## src/aotc_defs.vh

```
/*
 * constants for the analog output timing control block:
 * source selects, field widths, reset values and timing counts.
 * assumes inclusion by bare name from the design files.
 */
`ifndef AOTC_DEFS_VH
`define AOTC_DEFS_VH

// ****************************************
// widths
// ****************************************
`define AOTC_NUM_PINS        8
`define AOTC_NUM_INT         4
`define AOTC_SEL_W           4
`define AOTC_DIV_W           16
`define AOTC_DLY_W           16
`define AOTC_NUM_CH          16

// ****************************************
// start trigger source codes
// ****************************************
`define AOTC_STRT_NONE       4'h0
`define AOTC_STRT_SW         4'h1
`define AOTC_STRT_PIN        4'h2
`define AOTC_STRT_ACQREF     4'h3
`define AOTC_STRT_ACQSTART   4'h4
`define AOTC_STRT_INT        4'h5
`define AOTC_STRT_ANALOG     4'h6

// ****************************************
// pause trigger source codes
// ****************************************
`define AOTC_PSE_NONE        4'h0
`define AOTC_PSE_PIN         4'h1
`define AOTC_PSE_INT         4'h2
`define AOTC_PSE_ANALOG      4'h3

// ****************************************
// reset values and timing
// ****************************************
`define AOTC_DIV_RST         16'h0001
`define AOTC_DLY_RST         16'h0000
`define AOTC_START_PULSE_NS  8
`define AOTC_CLK_NS          4
`define AOTC_START_PULSE_CYC ((`AOTC_START_PULSE_NS + `AOTC_CLK_NS - 1) / `AOTC_CLK_NS)

`endif

```

## src/aotc_sync2.v

```verilog
/*
 * two flip-flop synchroniser for a bundle of asynchronous levels.
 * assumes inputs come from pins or another clock; output is clk_sys level.
 */
`timescale 1ns/1ps

module aotc_sync2 #(
  parameter W = 1
) (
  input  wire         clk_sys,
  input  wire         nrst,
  input  wire [W-1:0] asyncIn,
  output reg  [W-1:0] syncOut
);

  reg [W-1:0] meta_r;

  // only the second stage reads the first
  always @(posedge clk_sys or negedge nrst) begin
    if (!nrst) begin
      meta_r  <= {W{1'b0}};
      syncOut <= {W{1'b0}};
    end else begin
      meta_r  <= asyncIn;
      syncOut <= meta_r;
    end
  end

endmodule

```

## src/aotc_timing_ctrl.v

```verilog
/*
 * analog output timing control: sample tick from a divided timebase,
 * start trigger with edge select and delay (internal tick only), pause trigger with level
 * select, and routing of tick and start pulse onto function pins.
 * assumes config ports are quasi-static, from logic on clk_sys;
 * pins, analog event and external timebase/tick are asynchronous.
 */
`timescale 1ns/1ps
`include "aotc_defs.vh"

module aotc_timing_ctrl (
  input  wire                       clk_sys,
  input  wire                       nrst,
  input  wire [`AOTC_NUM_PINS-1:0]  pinIn,
  input  wire                       extTimebase,
  input  wire                       extTick,
  input  wire                       analogEvent,
  input  wire                       acqRefTrig,
  input  wire                       acqStartTrig,
  input  wire [`AOTC_NUM_INT-1:0]   intSignals,
  input  wire                       intTimebaseEn,
  input  wire                       swStartPulse,
  input  wire                       swStop,
  input  wire                       tickSrcExt,
  input  wire                       tbSrcExt,
  input  wire [`AOTC_DIV_W-1:0]     tickDivisor,
  input  wire [`AOTC_DLY_W-1:0]     startDelay,
  input  wire [`AOTC_SEL_W-1:0]     startSrcSel,
  input  wire [2:0]                 startPinSel,
  input  wire [1:0]                 startIntSel,
  input  wire                       startFalling,
  input  wire [`AOTC_SEL_W-1:0]     pauseSrcSel,
  input  wire [2:0]                 pausePinSel,
  input  wire [1:0]                 pauseIntSel,
  input  wire                       pauseActiveLow,
  input  wire [`AOTC_NUM_CH-1:0]    chanInTask,
  input  wire [`AOTC_NUM_PINS-1:0]  pinIsOutput,
  input  wire [`AOTC_NUM_PINS-1:0]  pinRouteTick,
  input  wire [`AOTC_NUM_PINS-1:0]  pinRouteStart,
  output reg  [`AOTC_NUM_CH-1:0]    chanUpdate,
  output reg                        outSampleTick,
  output reg                        running,
  output reg                        paused,
  output reg  [`AOTC_NUM_PINS-1:0]  pinOut,
  output reg  [`AOTC_NUM_PINS-1:0]  pinOe
);

  // ****************************************
  // state encoding
  // ****************************************
  localparam [3:0] ST_IDLE  = 4'b0001;
  localparam [3:0] ST_ARMED = 4'b0010;
  localparam [3:0] ST_DELAY = 4'b0100;
  localparam [3:0] ST_RUN   = 4'b1000;

  localparam integer PULSE_CYC_I = `AOTC_START_PULSE_CYC;
  localparam [1:0]   PULSE_CYC   = PULSE_CYC_I[1:0];

  // ****************************************
  // synchronisers
  // ****************************************
  wire [`AOTC_NUM_PINS+4:0] asyncBus;
  wire [`AOTC_NUM_PINS+4:0] syncBus;

  assign asyncBus = {acqStartTrig, acqRefTrig, analogEvent, extTick, extTimebase, pinIn};

  aotc_sync2 #(
    .W(`AOTC_NUM_PINS + 5)
  ) uSync (
    .clk_sys (clk_sys),
    .nrst    (nrst),
    .asyncIn (asyncBus),
    .syncOut (syncBus)
  );

  wire [`AOTC_NUM_PINS-1:0] pinS;
  wire                      tbS;
  wire                      tickS;
  wire                      anaS;
  wire                      refS;
  wire                      acqS;

  assign pinS = syncBus[`AOTC_NUM_PINS-1:0];
  assign tbS  = syncBus[`AOTC_NUM_PINS];
  assign tickS = syncBus[`AOTC_NUM_PINS+1];
  assign anaS = syncBus[`AOTC_NUM_PINS+2];
  assign refS = syncBus[`AOTC_NUM_PINS+3];
  assign acqS = syncBus[`AOTC_NUM_PINS+4];

  // ****************************************
  // edge history
  // ****************************************
  reg tbPrev_r;
  reg tickPrev_r;
  reg startLvlPrev_r;
  reg pauseAct_r;

  function rise;
    input cur;
    input prev;
    begin
      rise = cur & ~prev;
    end
  endfunction

  // ****************************************
  // trigger selection
  // ****************************************
  reg startLvl;
  reg startLvlPol;
  reg pauseLvl;
  reg pauseAct;

  always @* begin
    startLvl = 1'b0;
    if (startSrcSel == `AOTC_STRT_PIN) begin
      startLvl = pinS[startPinSel];
    end else if (startSrcSel == `AOTC_STRT_ACQREF) begin
      startLvl = refS;
    end else if (startSrcSel == `AOTC_STRT_ACQSTART) begin
      startLvl = acqS;
    end else if (startSrcSel == `AOTC_STRT_INT) begin
      startLvl = intSignals[startIntSel];
    end else if (startSrcSel == `AOTC_STRT_ANALOG) begin
      startLvl = anaS;
    end
    startLvlPol = startLvl ^ startFalling;
  end

  always @* begin
    pauseLvl = 1'b0;
    if (pauseSrcSel == `AOTC_PSE_PIN) begin
      pauseLvl = pinS[pausePinSel];
    end else if (pauseSrcSel == `AOTC_PSE_INT) begin
      pauseLvl = intSignals[pauseIntSel];
    end else if (pauseSrcSel == `AOTC_PSE_ANALOG) begin
      pauseLvl = anaS;
    end
    // none selected never pauses, whatever the polarity
    pauseAct = (pauseSrcSel != `AOTC_PSE_NONE) && (pauseLvl ^ pauseActiveLow);
  end

  // software pulse counts as trigger when chosen, or when no trigger is set
  wire swSel      = (startSrcSel == `AOTC_STRT_SW) || (startSrcSel == `AOTC_STRT_NONE);
  wire startEvent = swSel ? swStartPulse : rise(startLvlPol, startLvlPrev_r);

  // ****************************************
  // timebase and divider
  // ****************************************
  reg  [`AOTC_DIV_W-1:0] divCnt_r;
  wire tbEdge  = tbSrcExt ? rise(tbS, tbPrev_r) : intTimebaseEn;
  wire extEdge = rise(tickS, tickPrev_r);
  wire [`AOTC_DIV_W-1:0] divLast = (tickDivisor == {`AOTC_DIV_W{1'b0}}) ?
                                   {`AOTC_DIV_W{1'b0}} : tickDivisor - 1'b1;
  wire divHit  = tbEdge && (divCnt_r >= divLast);

  // ****************************************
  // control state
  // ****************************************
  reg [3:0]             state_r;
  reg [3:0]             state_nxt;
  reg [`AOTC_DLY_W-1:0] dlyCnt_r;
  reg                   waitTick_r;
  reg [1:0]             strtPulseCnt_r;

  wire rawTick = tickSrcExt ? extEdge : divHit;
  // pause is sampled at the tick boundary, so a running sample finishes
  wire tickOk  = rawTick && !pauseAct && !waitTick_r;
  // a stop in the same cycle wins, so no tick trails the run
  wire tickGo  = tickOk && (state_r == ST_RUN) && !swStop;
  wire dlyLast = (dlyCnt_r == {{(`AOTC_DLY_W-1){1'b0}}, 1'b1});

  // delay only with the internal tick; zero means none
  function useDelay;
    input                   extSel;
    input [`AOTC_DLY_W-1:0] dly;
    begin
      useDelay = !extSel && (dly != {`AOTC_DLY_W{1'b0}});
    end
  endfunction

  // gate a route mask with one level
  function [`AOTC_NUM_PINS-1:0] fillPins;
    input [`AOTC_NUM_PINS-1:0] route;
    input                      lvl;
    begin
      fillPins = route & {`AOTC_NUM_PINS{lvl}};
    end
  endfunction

  // ****************************************
  // next state
  // ****************************************
  always @* begin
    state_nxt = state_r;
    case (state_r)
      ST_IDLE: begin
        if (startEvent) begin
          state_nxt = ST_ARMED;
        end
      end
      ST_ARMED: begin
        if (useDelay(tickSrcExt, startDelay)) begin
          state_nxt = ST_DELAY;
        end else begin
          state_nxt = ST_RUN;
        end
      end
      ST_DELAY: begin
        if (tbEdge && dlyLast) begin
          state_nxt = ST_RUN;
        end
      end
      ST_RUN: begin
        state_nxt = ST_RUN;
      end
      default: begin
        state_nxt = ST_IDLE;
      end
    endcase
    // stop is honoured in every state
    if (swStop) begin
      state_nxt = ST_IDLE;
    end
  end

  // ****************************************
  // state register
  // ****************************************
  always @(posedge clk_sys or negedge nrst) begin
    if (!nrst) begin
      state_r <= ST_IDLE;
    end else begin
      state_r <= state_nxt;
    end
  end

  // ****************************************
  // edge history and pause wait
  // ****************************************
  always @(posedge clk_sys or negedge nrst) begin
    if (!nrst) begin
      tbPrev_r       <= 1'b0;
      tickPrev_r     <= 1'b0;
      startLvlPrev_r <= 1'b0;
      pauseAct_r     <= 1'b0;
    end else begin
      tbPrev_r       <= tbS;
      tickPrev_r     <= tickS;
      startLvlPrev_r <= startLvlPol;
      pauseAct_r     <= pauseAct;
    end
  end

  always @(posedge clk_sys or negedge nrst) begin
    if (!nrst) begin
      waitTick_r <= 1'b0;
    end else if (swStop || state_r != ST_RUN) begin
      waitTick_r <= 1'b0;
    end else if (pauseAct && !pauseAct_r && tickSrcExt) begin
      waitTick_r <= 1'b1;
    end else if (waitTick_r && !pauseAct && rawTick) begin
      waitTick_r <= 1'b0;
    end
  end

  // ****************************************
  // divider and start delay
  // ****************************************
  always @(posedge clk_sys or negedge nrst) begin
    if (!nrst) begin
      divCnt_r <= {`AOTC_DIV_W{1'b0}};
      dlyCnt_r <= {`AOTC_DLY_W{1'b0}};
    end else if (state_r == ST_ARMED) begin
      divCnt_r <= {`AOTC_DIV_W{1'b0}};
      dlyCnt_r <= startDelay;
    end else if (state_r == ST_DELAY && tbEdge) begin
      dlyCnt_r <= dlyCnt_r - 1'b1;
    end else if (state_r == ST_RUN && tbEdge) begin
      // divider runs only while generating so the first sample is aligned
      divCnt_r <= divHit ? {`AOTC_DIV_W{1'b0}} : divCnt_r + 1'b1;
    end
  end

  // ****************************************
  // start pulse width
  // ****************************************
  always @(posedge clk_sys or negedge nrst) begin
    if (!nrst) begin
      strtPulseCnt_r <= 2'h0;
    end else if (state_r == ST_ARMED) begin
      strtPulseCnt_r <= PULSE_CYC;
    end else if (strtPulseCnt_r != 2'h0) begin
      strtPulseCnt_r <= strtPulseCnt_r - 2'h1;
    end
  end

  // ****************************************
  // registered outputs
  // ****************************************
  always @(posedge clk_sys or negedge nrst) begin
    if (!nrst) begin
      outSampleTick <= 1'b0;
      chanUpdate    <= {`AOTC_NUM_CH{1'b0}};
      running       <= 1'b0;
      paused        <= 1'b0;
      pinOut        <= {`AOTC_NUM_PINS{1'b0}};
      pinOe         <= {`AOTC_NUM_PINS{1'b0}};
    end else begin
      outSampleTick <= tickGo;
      chanUpdate    <= tickGo ? chanInTask : {`AOTC_NUM_CH{1'b0}};
      running       <= (state_r == ST_RUN) && !swStop;
      // onboard tick: paused flag follows trigger directly
      paused        <= (state_r == ST_RUN) && (pauseAct || waitTick_r);
      // timebase has no pin route at all
      pinOe         <= pinIsOutput & (pinRouteTick | pinRouteStart);
      pinOut        <= pinIsOutput & (fillPins(pinRouteTick, tickGo) |
                       fillPins(pinRouteStart, strtPulseCnt_r != 2'h0));
    end
  end

endmodule

```

## config.mk

```make
export PLATFORM = sky130hd
export DESIGN_NAME = aotc_timing_ctrl
export DESIGN_NICKNAME = d
export VERILOG_FILES = /design/src/aotc_sync2.v /design/src/aotc_timing_ctrl.v
export VERILOG_INCLUDE_DIRS = /design/src
export SDC_FILE = /design/constraint.sdc
export NUM_CORES = 1
export LEC_CHECK = 0
export BUFFER_PORTS_ARGS = -buffer_cell sky130_fd_sc_hd__buf_4
export CAP_MARGIN = 15
export CORE_ASPECT_RATIO = 2
export CORE_MARGIN = 4
export CORE_UTILIZATION = 47
export CTS_BUF_LIST = sky130_fd_sc_hd__clkbuf_16
export CTS_CLUSTER_SIZE = 8
export DETAILED_ROUTE_END_ITERATION = 16
export PLACE_DENSITY = 0.76
export SKIP_LAST_GASP = 1
export SLEW_MARGIN = 20
export SYNTH_ARGS = -nofsm -noshare
export SYNTH_HDL_FRONTEND = slang
export SYNTH_SLANG_ARGS = --single-unit
```

## constraint.sdc

```tcl
create_clock -name clk_sys -period 2.4 [get_ports clk_sys]
set_clock_uncertainty 0.2 [all_clocks]
set_input_delay 0 -clock clk_sys [delete_from_list [all_inputs] [get_ports clk_sys]]
set_output_delay 0 -clock clk_sys [all_outputs]
set_load 0.005 [all_outputs]
```

Word level (Yosys, flattened, before mapping)
Index checks and enable logic that the tools add are counted.
{ "word_totals": {"in_bits": 116, "ff_bits": 104, "out_inout_bits": 35} }
{ "op_classes": {"muxes": 37, "n_eq_ne": 18, "addsub": 4, "order_cmp": 5, "bitwise_logic": 14, "n_reduce_logical": 35} }
{ "ops": {"columns": ["op", "n"], "rows": [
  ["2-to-1 mux 16 bit", 8],
  ["bitwise AND 8 bit", 4],
  ["subtractor 16 x 1 -> 16 bit (second input constant)", 2],
  ["equality test 4 x 2 -> 1 bit (second input constant)", 5],
  ["2-to-1 mux 1 bit", 18],
  ["adder 16 x 1 -> 16 bit (second input constant)", 1],
  ["equality test 16 x 1 -> 1 bit (second input constant)", 1],
  ["equality test 4 x 3 -> 1 bit (second input constant)", 4],
  ["greater-or-equal comparator 16 bit", 1],
  ["logical AND 1 bit", 16],
  ["logical NOT 16 bit", 1],
  ["2-to-1 mux 4 bit", 4],
  ["OR 8 bit", 2],
  ["case mux 4 bit (4 select lines)", 1],
  ["nonzero test 16 bit", 1],
  ["equality test 4 x 1 -> 1 bit (second input constant)", 3],
  ["< comparator 3 x 4 -> 1 bit (second input constant)", 2],
  ["nonzero test 2 bit", 4],
  ["binary-select mux 1 bit (select 3 bit)", 2],
  ["< comparator 2 x 3 -> 1 bit (second input constant)", 2],
  ["inequality test 3 bit (second input constant)", 2],
  ["logical NOT 1 bit", 5],
  ["binary-select mux 1 bit (select 2 bit)", 2],
  ["equality test 4 bit (second input constant)", 1],
  ["other kinds (12)", 21]
]} }

Depth between registers and ports, before layout
Gate-level depths: netlist (run 1).
{ "depth": {"depth_word": 14, "depth_mapped": 17} }

By module
A second synthesis (run 1) with hierarchy kept.
{ "unflattened": {"cells_unflattened": 517, "area_unflattened_um2": 5322.6} }
{ "by_module_without_submodules": {"columns": ["module", "cells_each", "area_per_inst_um2", "instances", "seq_area_each_um2"], "rows": [
  ["aotc_timing_ctrl", 491, 4672.0, 1, 1953.1],
  ["aotc_sync2", 26, 650.6, 1, 650.6]
]} }

Least setup slack after synthesis (run 1)
No wires, ideal clock.
{ "synth_path": {"path_type": "input -> register", "start": "input tickDivisor[5]", "end": "register divCnt_r[10]", "arrival_ns": 3.059, "stages": 13, "setup_slack_ns": -0.941, "setup_ns": 0.082, "cell_sequence": "or3_1 nor4b_1 nand3_1 clkbuf_1 nand2_1 ha_1 a22o_1 o41ai_1 a21o_1 clkbuf_1 clkbuf_1 nand3_1 a31oi_1"} }
{ "synth_between": {"elab_chain_len": 8, "word_cells_on_any_way": 9, "classes_between": "add/sub (1); order compare (1); mux (5); reduce/logical (2)"} }
{ "synth_rtl": {"columns": ["item", "line_no", "source"], "rows": [
  ["from (decl)", "aotc_timing_ctrl.v:26", "input wire [`AOTC_DIV_W-1:0] tickDivisor,"],
  ["subtractor 16 x 1 -> 16 bit or logical NOT 16 bit (tied branches)", "aotc_timing_ctrl.v:154, aotc_timing_ctrl.v:153", null],
  ["2-to-1 mux 16 bit *", "aotc_timing_ctrl.v:153", "wire [`AOTC_DIV_W-1:0] divLast = (tickDivisor == {`AOTC_DIV_W{1'b0}}) ?"],
  ["greater-or-equal comparator 16 bit *", "aotc_timing_ctrl.v:155", "wire divHit = tbEdge && (divCnt_r >= divLast);"],
  ["logical AND 1 bit *", "aotc_timing_ctrl.v:155", null],
  ["2-to-1 mux 16 bit *", "aotc_timing_ctrl.v:281", "divCnt_r <= divHit ? {`AOTC_DIV_W{1'b0}} : divCnt_r + 1'b1;"],
  ["2-to-1 mux 16 bit *", "aotc_timing_ctrl.v:279", "end else if (state_r == ST_RUN && tbEdge) begin"],
  ["2-to-1 mux 16 bit *", "aotc_timing_ctrl.v:277", "end else if (state_r == ST_DELAY && tbEdge) begin"],
  ["2-to-1 mux 16 bit *", "aotc_timing_ctrl.v:274", "end else if (state_r == ST_ARMED) begin"],
  ["to (signal assigned)", "aotc_timing_ctrl.v:272", "divCnt_r <= {`AOTC_DIV_W{1'b0}};"],
  ["to (signal assigned)", "aotc_timing_ctrl.v:275", "divCnt_r <= {`AOTC_DIV_W{1'b0}};"],
  ["to (signal assigned)", "aotc_timing_ctrl.v:281", null],
  ["to (decl)", "aotc_timing_ctrl.v:150", "reg [`AOTC_DIV_W-1:0] divCnt_r;"]
]} }
Every way passes the cells marked *; elsewhere a longest branch is shown, timed or not. The select of a mux whose other input is x is not followed.
A chain may end at the register's enable or synchronous reset.

Worst setup path after layout (run 1)
{ "layout_path": {"start": "input tickDivisor[4]", "end": "register pinOut[2]"} }
{ "layout_between": {"elab_chain_len": 12, "word_cells_on_any_way": 13, "classes_between": "add/sub (1); order compare (1); mux (2); bitwise (3); reduce/logical (6)"} }
{ "layout_rtl": {"columns": ["item", "line_no", "source"], "rows": [
  ["subtractor 16 x 1 -> 16 bit or logical NOT 16 bit (tied branches)", "aotc_timing_ctrl.v:154, aotc_timing_ctrl.v:153", null],
  ["2-to-1 mux 16 bit *", "aotc_timing_ctrl.v:153", null],
  ["greater-or-equal comparator 16 bit *", "aotc_timing_ctrl.v:155", null],
  ["logical AND 1 bit *", "aotc_timing_ctrl.v:155", null],
  ["2-to-1 mux 1 bit *", "aotc_timing_ctrl.v:166", "wire rawTick = tickSrcExt ? extEdge : divHit;"],
  ["logical AND 1 bit * (2 in a row)", "aotc_timing_ctrl.v:168", "wire tickOk = rawTick && !pauseAct && !waitTick_r;"],
  ["logical AND 1 bit * (2 in a row)", "aotc_timing_ctrl.v:170", "wire tickGo = tickOk && (state_r == ST_RUN) && !swStop;"],
  ["bitwise AND 8 bit *", "aotc_timing_ctrl.v:187", "fillPins = route & {`AOTC_NUM_PINS{lvl}};"],
  ["OR 8 bit *", "aotc_timing_ctrl.v:317", "pinOut <= pinIsOutput & (fillPins(pinRouteTick, tickGo) |"],
  ["bitwise AND 8 bit *", "aotc_timing_ctrl.v:317", null],
  ["to (signal assigned)", "aotc_timing_ctrl.v:307", "pinOut <= {`AOTC_NUM_PINS{1'b0}};"],
  ["to (signal assigned)", "aotc_timing_ctrl.v:317", null],
  ["to (decl)", "aotc_timing_ctrl.v:44", "output reg [`AOTC_NUM_PINS-1:0] pinOut,"]
]} }
Every way passes the cells marked *; elsewhere a longest branch is shown, timed or not.

==> metrics.yaml, run 1 <==
synth_top_area_share_pct: 48.2
p_sw_uw: 1730
synth.most_common_cell: "dfrtp_1"
ys_seq_elements: 104
avgSynthCellArea_sq_um: 10.1
syn_to_final_growth_pct: 70.3
grt_overflow_total: 0
clk_latency_ns: 0.36
status: "finished, violations left"
io_buffers: 150
slew_viol_final: 0
synthTopCellsByArea: "dfrtp_1 48%, ha_1 5.1%, nand2_1 3.4%, a31oi_1 2.9%, nor3_1 2.9%"
worst_ep_required_time_ns: 2.45
setup_viol: 44
grt_first_pass_wirelength_microns: 32100
critPathArrivalTime_ns: 2.91
synth_edf_count: 0
die_y_microns: 159
hold_viol: 0
synthArstFlopShare_pct: 100
p_int_uw: 3350
grt_max_degree: 84
comb_power_share_pct: 28.3
first_iter_violations: 562
numCtsBuffers: 9
final.setup.worst_slack_ns: -0.469
die-area_sq_um: 13200
pwr_density_cell_nw_per_um2: 557
drive_gt1_share_pct: 40.3
critPathLaunchType: "input port"
num_vias: 6342
design_area_sq_um: 9100
syn_area_sq_um: 5350
finalSetupTns_ns: -16.05
cap_violations: 0
fillCellCount: 535
grt_pass1_vias: 6556
p_sw_share_pct: 34.1
p_leak_uw: 0.00421
syn_inst: 530
dp_cells: 876
vias_per_cell: 6.32
initial_core_util_pct: 48.5
period_minus_slack_ns: 2.87
multi_input_area_sq_um: 3070
synth_common_cells: "103 x dfrtp_1, 49 x nand2_1, 32 x inv_1, 31 x nor3_1, 28 x nor2_1"
num_io_pins: 151
ctsHtreeMaxLevel: 3
rows: 54
cts_sinks: 104
dp_hpwl_microns: 12400
track_usage_pct: 30.2
finalPower_uw: 5080
clockBufferDepth: 2
hold_path_class: "in -> async"
nets: 996
syn_nets: 668
max_freq_mhz: 349
fin_cells: 1004
cp_max_fo: 6
dpl_cell_area_sq_um: 7220
path_clk_slew_ns: 0.08
ir_drop_v: 0.000580
cts_tree: "built"
antenna_left: 0
drc: 0
regArea_sq_um: 2600
pwr-share-seq_pct: 42.6
wirelength_microns: 24600
worstSetupEndpointType: "register"
slew_headroom_pct: 24.4
gp_congestion: 0.924
fin_crit_sh_pct: 120
synth_cell_types: 67
yosysWarnings: 0
violations: "negative setup slack"
antenna_found_initial: 1
core_area_sq_um: 11000
clkPwrFrac_pct: 29.0
wl_per_cell_microns: 24.5
worstSetupPathType: "in -> reg"
cts-root-buf: "clkbuf_16"
final_util_pct: 82.7
synth-seq-area-share_pct: 48.7
synth_ff_type: "dfrtp_1"
first_pass_iters: 5
rsz0062_at_grt: "true"
yosys.area.top_type: "dfrtp_1"
die_w_microns: 83.4
worst_slew_pin_slew_ns: 1.13
==> sequential cells by signal (all words and copies together) (netlist names), 2 cells and up <==
signal,cells
chanUpdate,16
divCnt_r,16
dlyCnt_r,16
uSync.meta_r,13
uSync.syncOut,13
pinOe,8
pinOut,8
state_r,4
strtPulseCnt_r,2
==> cells in the final DEF (no fill, tap or decap), types with 5 or more instances in the layout <==
cell	n
xnor2_1	5
nand4_1	6
buf_12	5
xor2_1	11
clkbuf_16	10
o211ai_1	12
nand2_2	5
nand3_1	23
nand3b_1	13
buf_6	9
o21ai_0	10
buf_4	228
ha_1	17
nor4_1	8
nor3_2	18
ha_4	5
inv_1	31
a31oi_1	21
nor3_1	12
o31ai_4	7
o21a_1	9
nor2_1	25
a21oi_1	9
mux2i_1	7
or3_1	8
nand2b_1	8
dlygate4sd3_1	88
nand2_1	44
dfrtp_1	103
==> final timing paths <==
| path | from | to | slack [ns] | cells after the start |
|---|---|---|---|---|
| hold reg to reg | uSync.meta_r[1] | uSync.syncOut[1] | 0.16 | 0 |
| min in group clk_sys | pauseActiveLow | pauseAct_r | 0.07 | 4 |
| hold / removal | nrst | chanUpdate[6] | 0.03 | 3 |
| max in group asynchronous | nrst | paused | 1.56 | 3 |
| setup / recovery | tickDivisor[4] | pinOut[2] | -0.47 | 16 |
| setup reg to reg | uSync.syncOut[5] | chanUpdate[11] | -0.32 | 6 |
==> repair_timing <==
| action | 4_1_cts | 5_1_grt |
|---|---|---|
| cloned | 0 | 3 |
| resized for setup | 16 | 75 |
| pin swaps | 2 | 23 |
| setup buffers | 6 | 13 |
| hold endpoints to repair | 172 | 0 |
| hold buffers | 90 | 0 |
| endpoints found under the setup margin | 43 | 47 |
==> routing by layer <==
metal	routed length [microns]	track usage [%]	part of all wire [%]
met1	7670	28.4	31
met2	12800	58.1	52
met3	1920	5.65	7.8
met4	2230	19.0	9.1
met5	0	0	0
==> worst max-delay path, cell delays in order <==
cell	delay, ns
buf_6	0.09
or3_4	0.42
nor4b_4	0.29
nand3_2	0.19
buf_6	0.18
nand2_1	0.07
ha_1	0.16
o21ai_0	0.09
a21oi_1	0.18
o41ai_2	0.10
buf_4	0.16
buf_12	0.12
a211oi_4	0.33
nor2_4	0.11
buf_12	0.16
o31ai_4	0.25
==> area by class of cell <==
cell class                 count  share of cell area (%)
multi-input combinational    377                    33.7
timing repair buffer         334                    31.3
sequential                   104                    28.6
clock buffer                   9                    2.47
tap                          140                    1.92
inverter                      32                    1.32
clock inverter                 7                   0.605
antenna                        1                  0.0275
==> power groups by stage <==
stage                     sequential [uW]  combinational, uW  clock, uW
after global placement               2120                969          0
after global routing                 2170               1520       1530
after detailed placement             2130               1000          0
after CTS                            2100               1150       1410
after floorplan                      2100                562          0
final                                2160               1440       1470
==> logic make-up (layout without fill, tap and decap cells) <==
logic type,Yosys count,after routing,share of synthesized area (%)
flip-flops,104,104,48.7
multiplexers,13,13,3.39
XOR/XNOR,17,17,2.78
adder cells (fa/ha/maj),22,22,5.15
AO/OA/AOI/OAI,119,120,15.8
AND/OR/NAND/NOR,205,205,20.5
buffers and inverters,50,382,3.77
other,0,1,0
==> per-stage QoR <==
step                setup slack, ns  hold slack (ns)
global route                 -0.581           0.0773
floorplan                    -0.480           -0.496
CTS                          -0.327           0.0422
detailed placement           -0.849           -0.290
global placement             -0.728           -0.299
finish                       -0.469           0.0346
Note: power is estimated with default switching activity, not from simulation.
==> inputs of run 2 (changes only) <==
Settings changed: SKIP_LAST_GASP 1 to not set.
==> run 2 against run 1 <==
Against the previous run:
- the flow still finishes with violations (negative setup slack)
- cell area fell by 1.1%
- core utilization fell by 0.90 points
- global-route usage barely moved
- worst hold slack got worse by 0.024 ns
- critical endpoint is now chanUpdate[6]
- largest cell class unchanged
==> metrics.yaml, run 2 (synthesis results as in run 1) <==
die_w_microns: 83.4
period_minus_slack_ns: 2.88
hold_path_class: "in -> async"
rsz0062_at_grt: "true"
clockBufferDepth: 2
dp_hpwl_microns: 12400
track_usage_pct: 30.2
nets: 993
timing.rr.end: "chanUpdate[6]"
core_area_sq_um: 11000
path_clk_slew_ns: 0.08
dpl_cell_area_sq_um: 7220
worst_ep_required_time_ns: 2.38
io_buffers: 150
whs_ns: 0.0102
wl_per_cell_microns: 23.4
crit_chain: "mux2_2 > a2bb2oi_1 > a31oi_1 > mux2i_2 > o21bai_2 > nor3_2"
setup_viol: 44
drc: 0
worstSetupEndpointType: "register"
critPathArrivalTime_ns: 2.86
path_delay_family: "compound AO/OA/AOI/OAI gates"
num_io_pins: 151
layout_common_cells: "227 x buf_4, 103 x dfrtp_1, 88 x dlygate4sd3_1"
clk_latency_ns: 0.35
r2r_slack_ns: -0.48
reg.largest.list: "chanUpdate x16, divCnt_r x16, dlyCnt_r x16"
cp_max_fo: 13
cap_violations: 0
die_y_microns: 159
pwr_density_cell_nw_per_um2: 552
first_pass_iters: 6
antenna_found_initial: 1
syn_to_final_growth_pct: 68.5
slew_headroom_pct: 16.3
critPathMaxStageDelay_ns: 1.04
layout_commonest_cell: "buf_4"
critPathLaunchType: "register"
worstSetupPathType: "reg -> reg"
final.setup.worst_slack_ns: -0.479
rows: 54
gp_congestion: 0.924
p_leak_uw: 0.00418
antenna_left: 0
ctsHtreeMaxLevel: 3
drive_gt1_share_pct: 39.9
design_area_sq_um: 9010
cts-root-buf: "clkbuf_16"
grt_first_pass_wirelength_microns: 32200
final_util_pct: 81.8
crit_cells: 6
cts_sinks: 104
worst_slew_pin_slew_ns: 1.25
ir_drop_v: 0.000650
hold_viol: 0
vias_per_cell: 6.29
grt_pass1_vias: 6540
initial_core_util_pct: 48.5
grt_max_degree: 84
slew_viol_final: 0
num_vias: 6301
die-area_sq_um: 13200
status: "finished, violations left"
numCtsBuffers: 9
cts_tree: "built"
wirelength_microns: 23400
slowest_stage: "o21bai_2"
first_iter_violations: 474
max_freq_mhz: 347
r2r_start: "uSync.syncOut[5]"
fin_crit_sh_pct: 120
cp_num_buf_inv: 0
ff2ff_path_depth: 6
finalPower_uw: 4970
grt_overflow_total: 0
violations: "negative setup slack"
[run 2: cell type report]
type / count / area, sq um
antenna: 1 / 2.50
clock buffer: 9 / 225
clock inverter: 7 / 55.1
fill: 573 / 2010
inverter: 32 / 120
multi-input combinational: 377 / 3030
sequential: 104 / 2600
tap: 140 / 175
timing repair buffer: 331 / 2800
[run 2: metal layers]
| layer | vias up | track usage, % | part of all wire [%] |
|---|---|---|---|
| met1 | 3039 | 28.4 | 30 |
| met5 | - | 0 | 0 |
| met4 | 0 | 18.5 | 9.7 |
| met3 | 197 | 5.45 | 7.4 |
| met2 | 454 | 58.4 | 53 |
| li1 | 2611 | - | - |
[run 2: repair_timing]
| item | 4_1_cts | 5_1_grt |
|---|---|---|
| setup buffers | 6 | 10 |
| resized for setup | 22 | 63 |
| pin swaps | 2 | 24 |
| cloned | 0 | 3 |
| hold buffers | 90 | 0 |
| endpoints found under the setup margin | 43 | 47 |
| hold endpoints to repair | 172 | 0 |
[run 2: worst max path at each step]
| stage | start | end | slack (ns) |
|---|---|---|---|
| 2_1_floorplan | tickDivisor[7] | divCnt_r[3] | -0.48 |
| 5_1_grt | uSync.syncOut[10] | chanUpdate[6] | -0.49 |
| 6_report | uSync.syncOut[5] | chanUpdate[6] | -0.48 |
| 4_1_cts | tickDivisor[7] | pinOut[2] | -0.33 |
| 3_3_place_gp | tickDivisor[5] | divCnt_r[3] | -0.73 |
| 3_5_place_dp | tickDivisor[5] | divCnt_r[3] | -0.85 |
[run 2: through the flow]
stage | std cells | worst slack, ns | setup TNS (ns)
after floorplan | 530 | -0.480 | -15.60
after global placement | 876 | -0.728 | -25.79
after detailed placement | 876 | -0.849 | -30.84
after CTS | 988 | -0.327 | -10.45
after global routing | 1001 | -0.492 | -18.41
final | 1001 | -0.479 | -14.47
[run 2: tightest hold or removal path, cell delays in order]
cell	delay, ns
dlygate4sd3_1	0.52
buf_4	0.13
buf_12	0.34
[run 2: power by group]
part | leakage, uW | internal [uW] | switching, uW
Combinational | 0.00270 | 657 | 726
Clock | 0.000138 | 716 | 721
Sequential | 0.00134 | 1960 | 199
Total | 0.00418 | 3330 | 1650
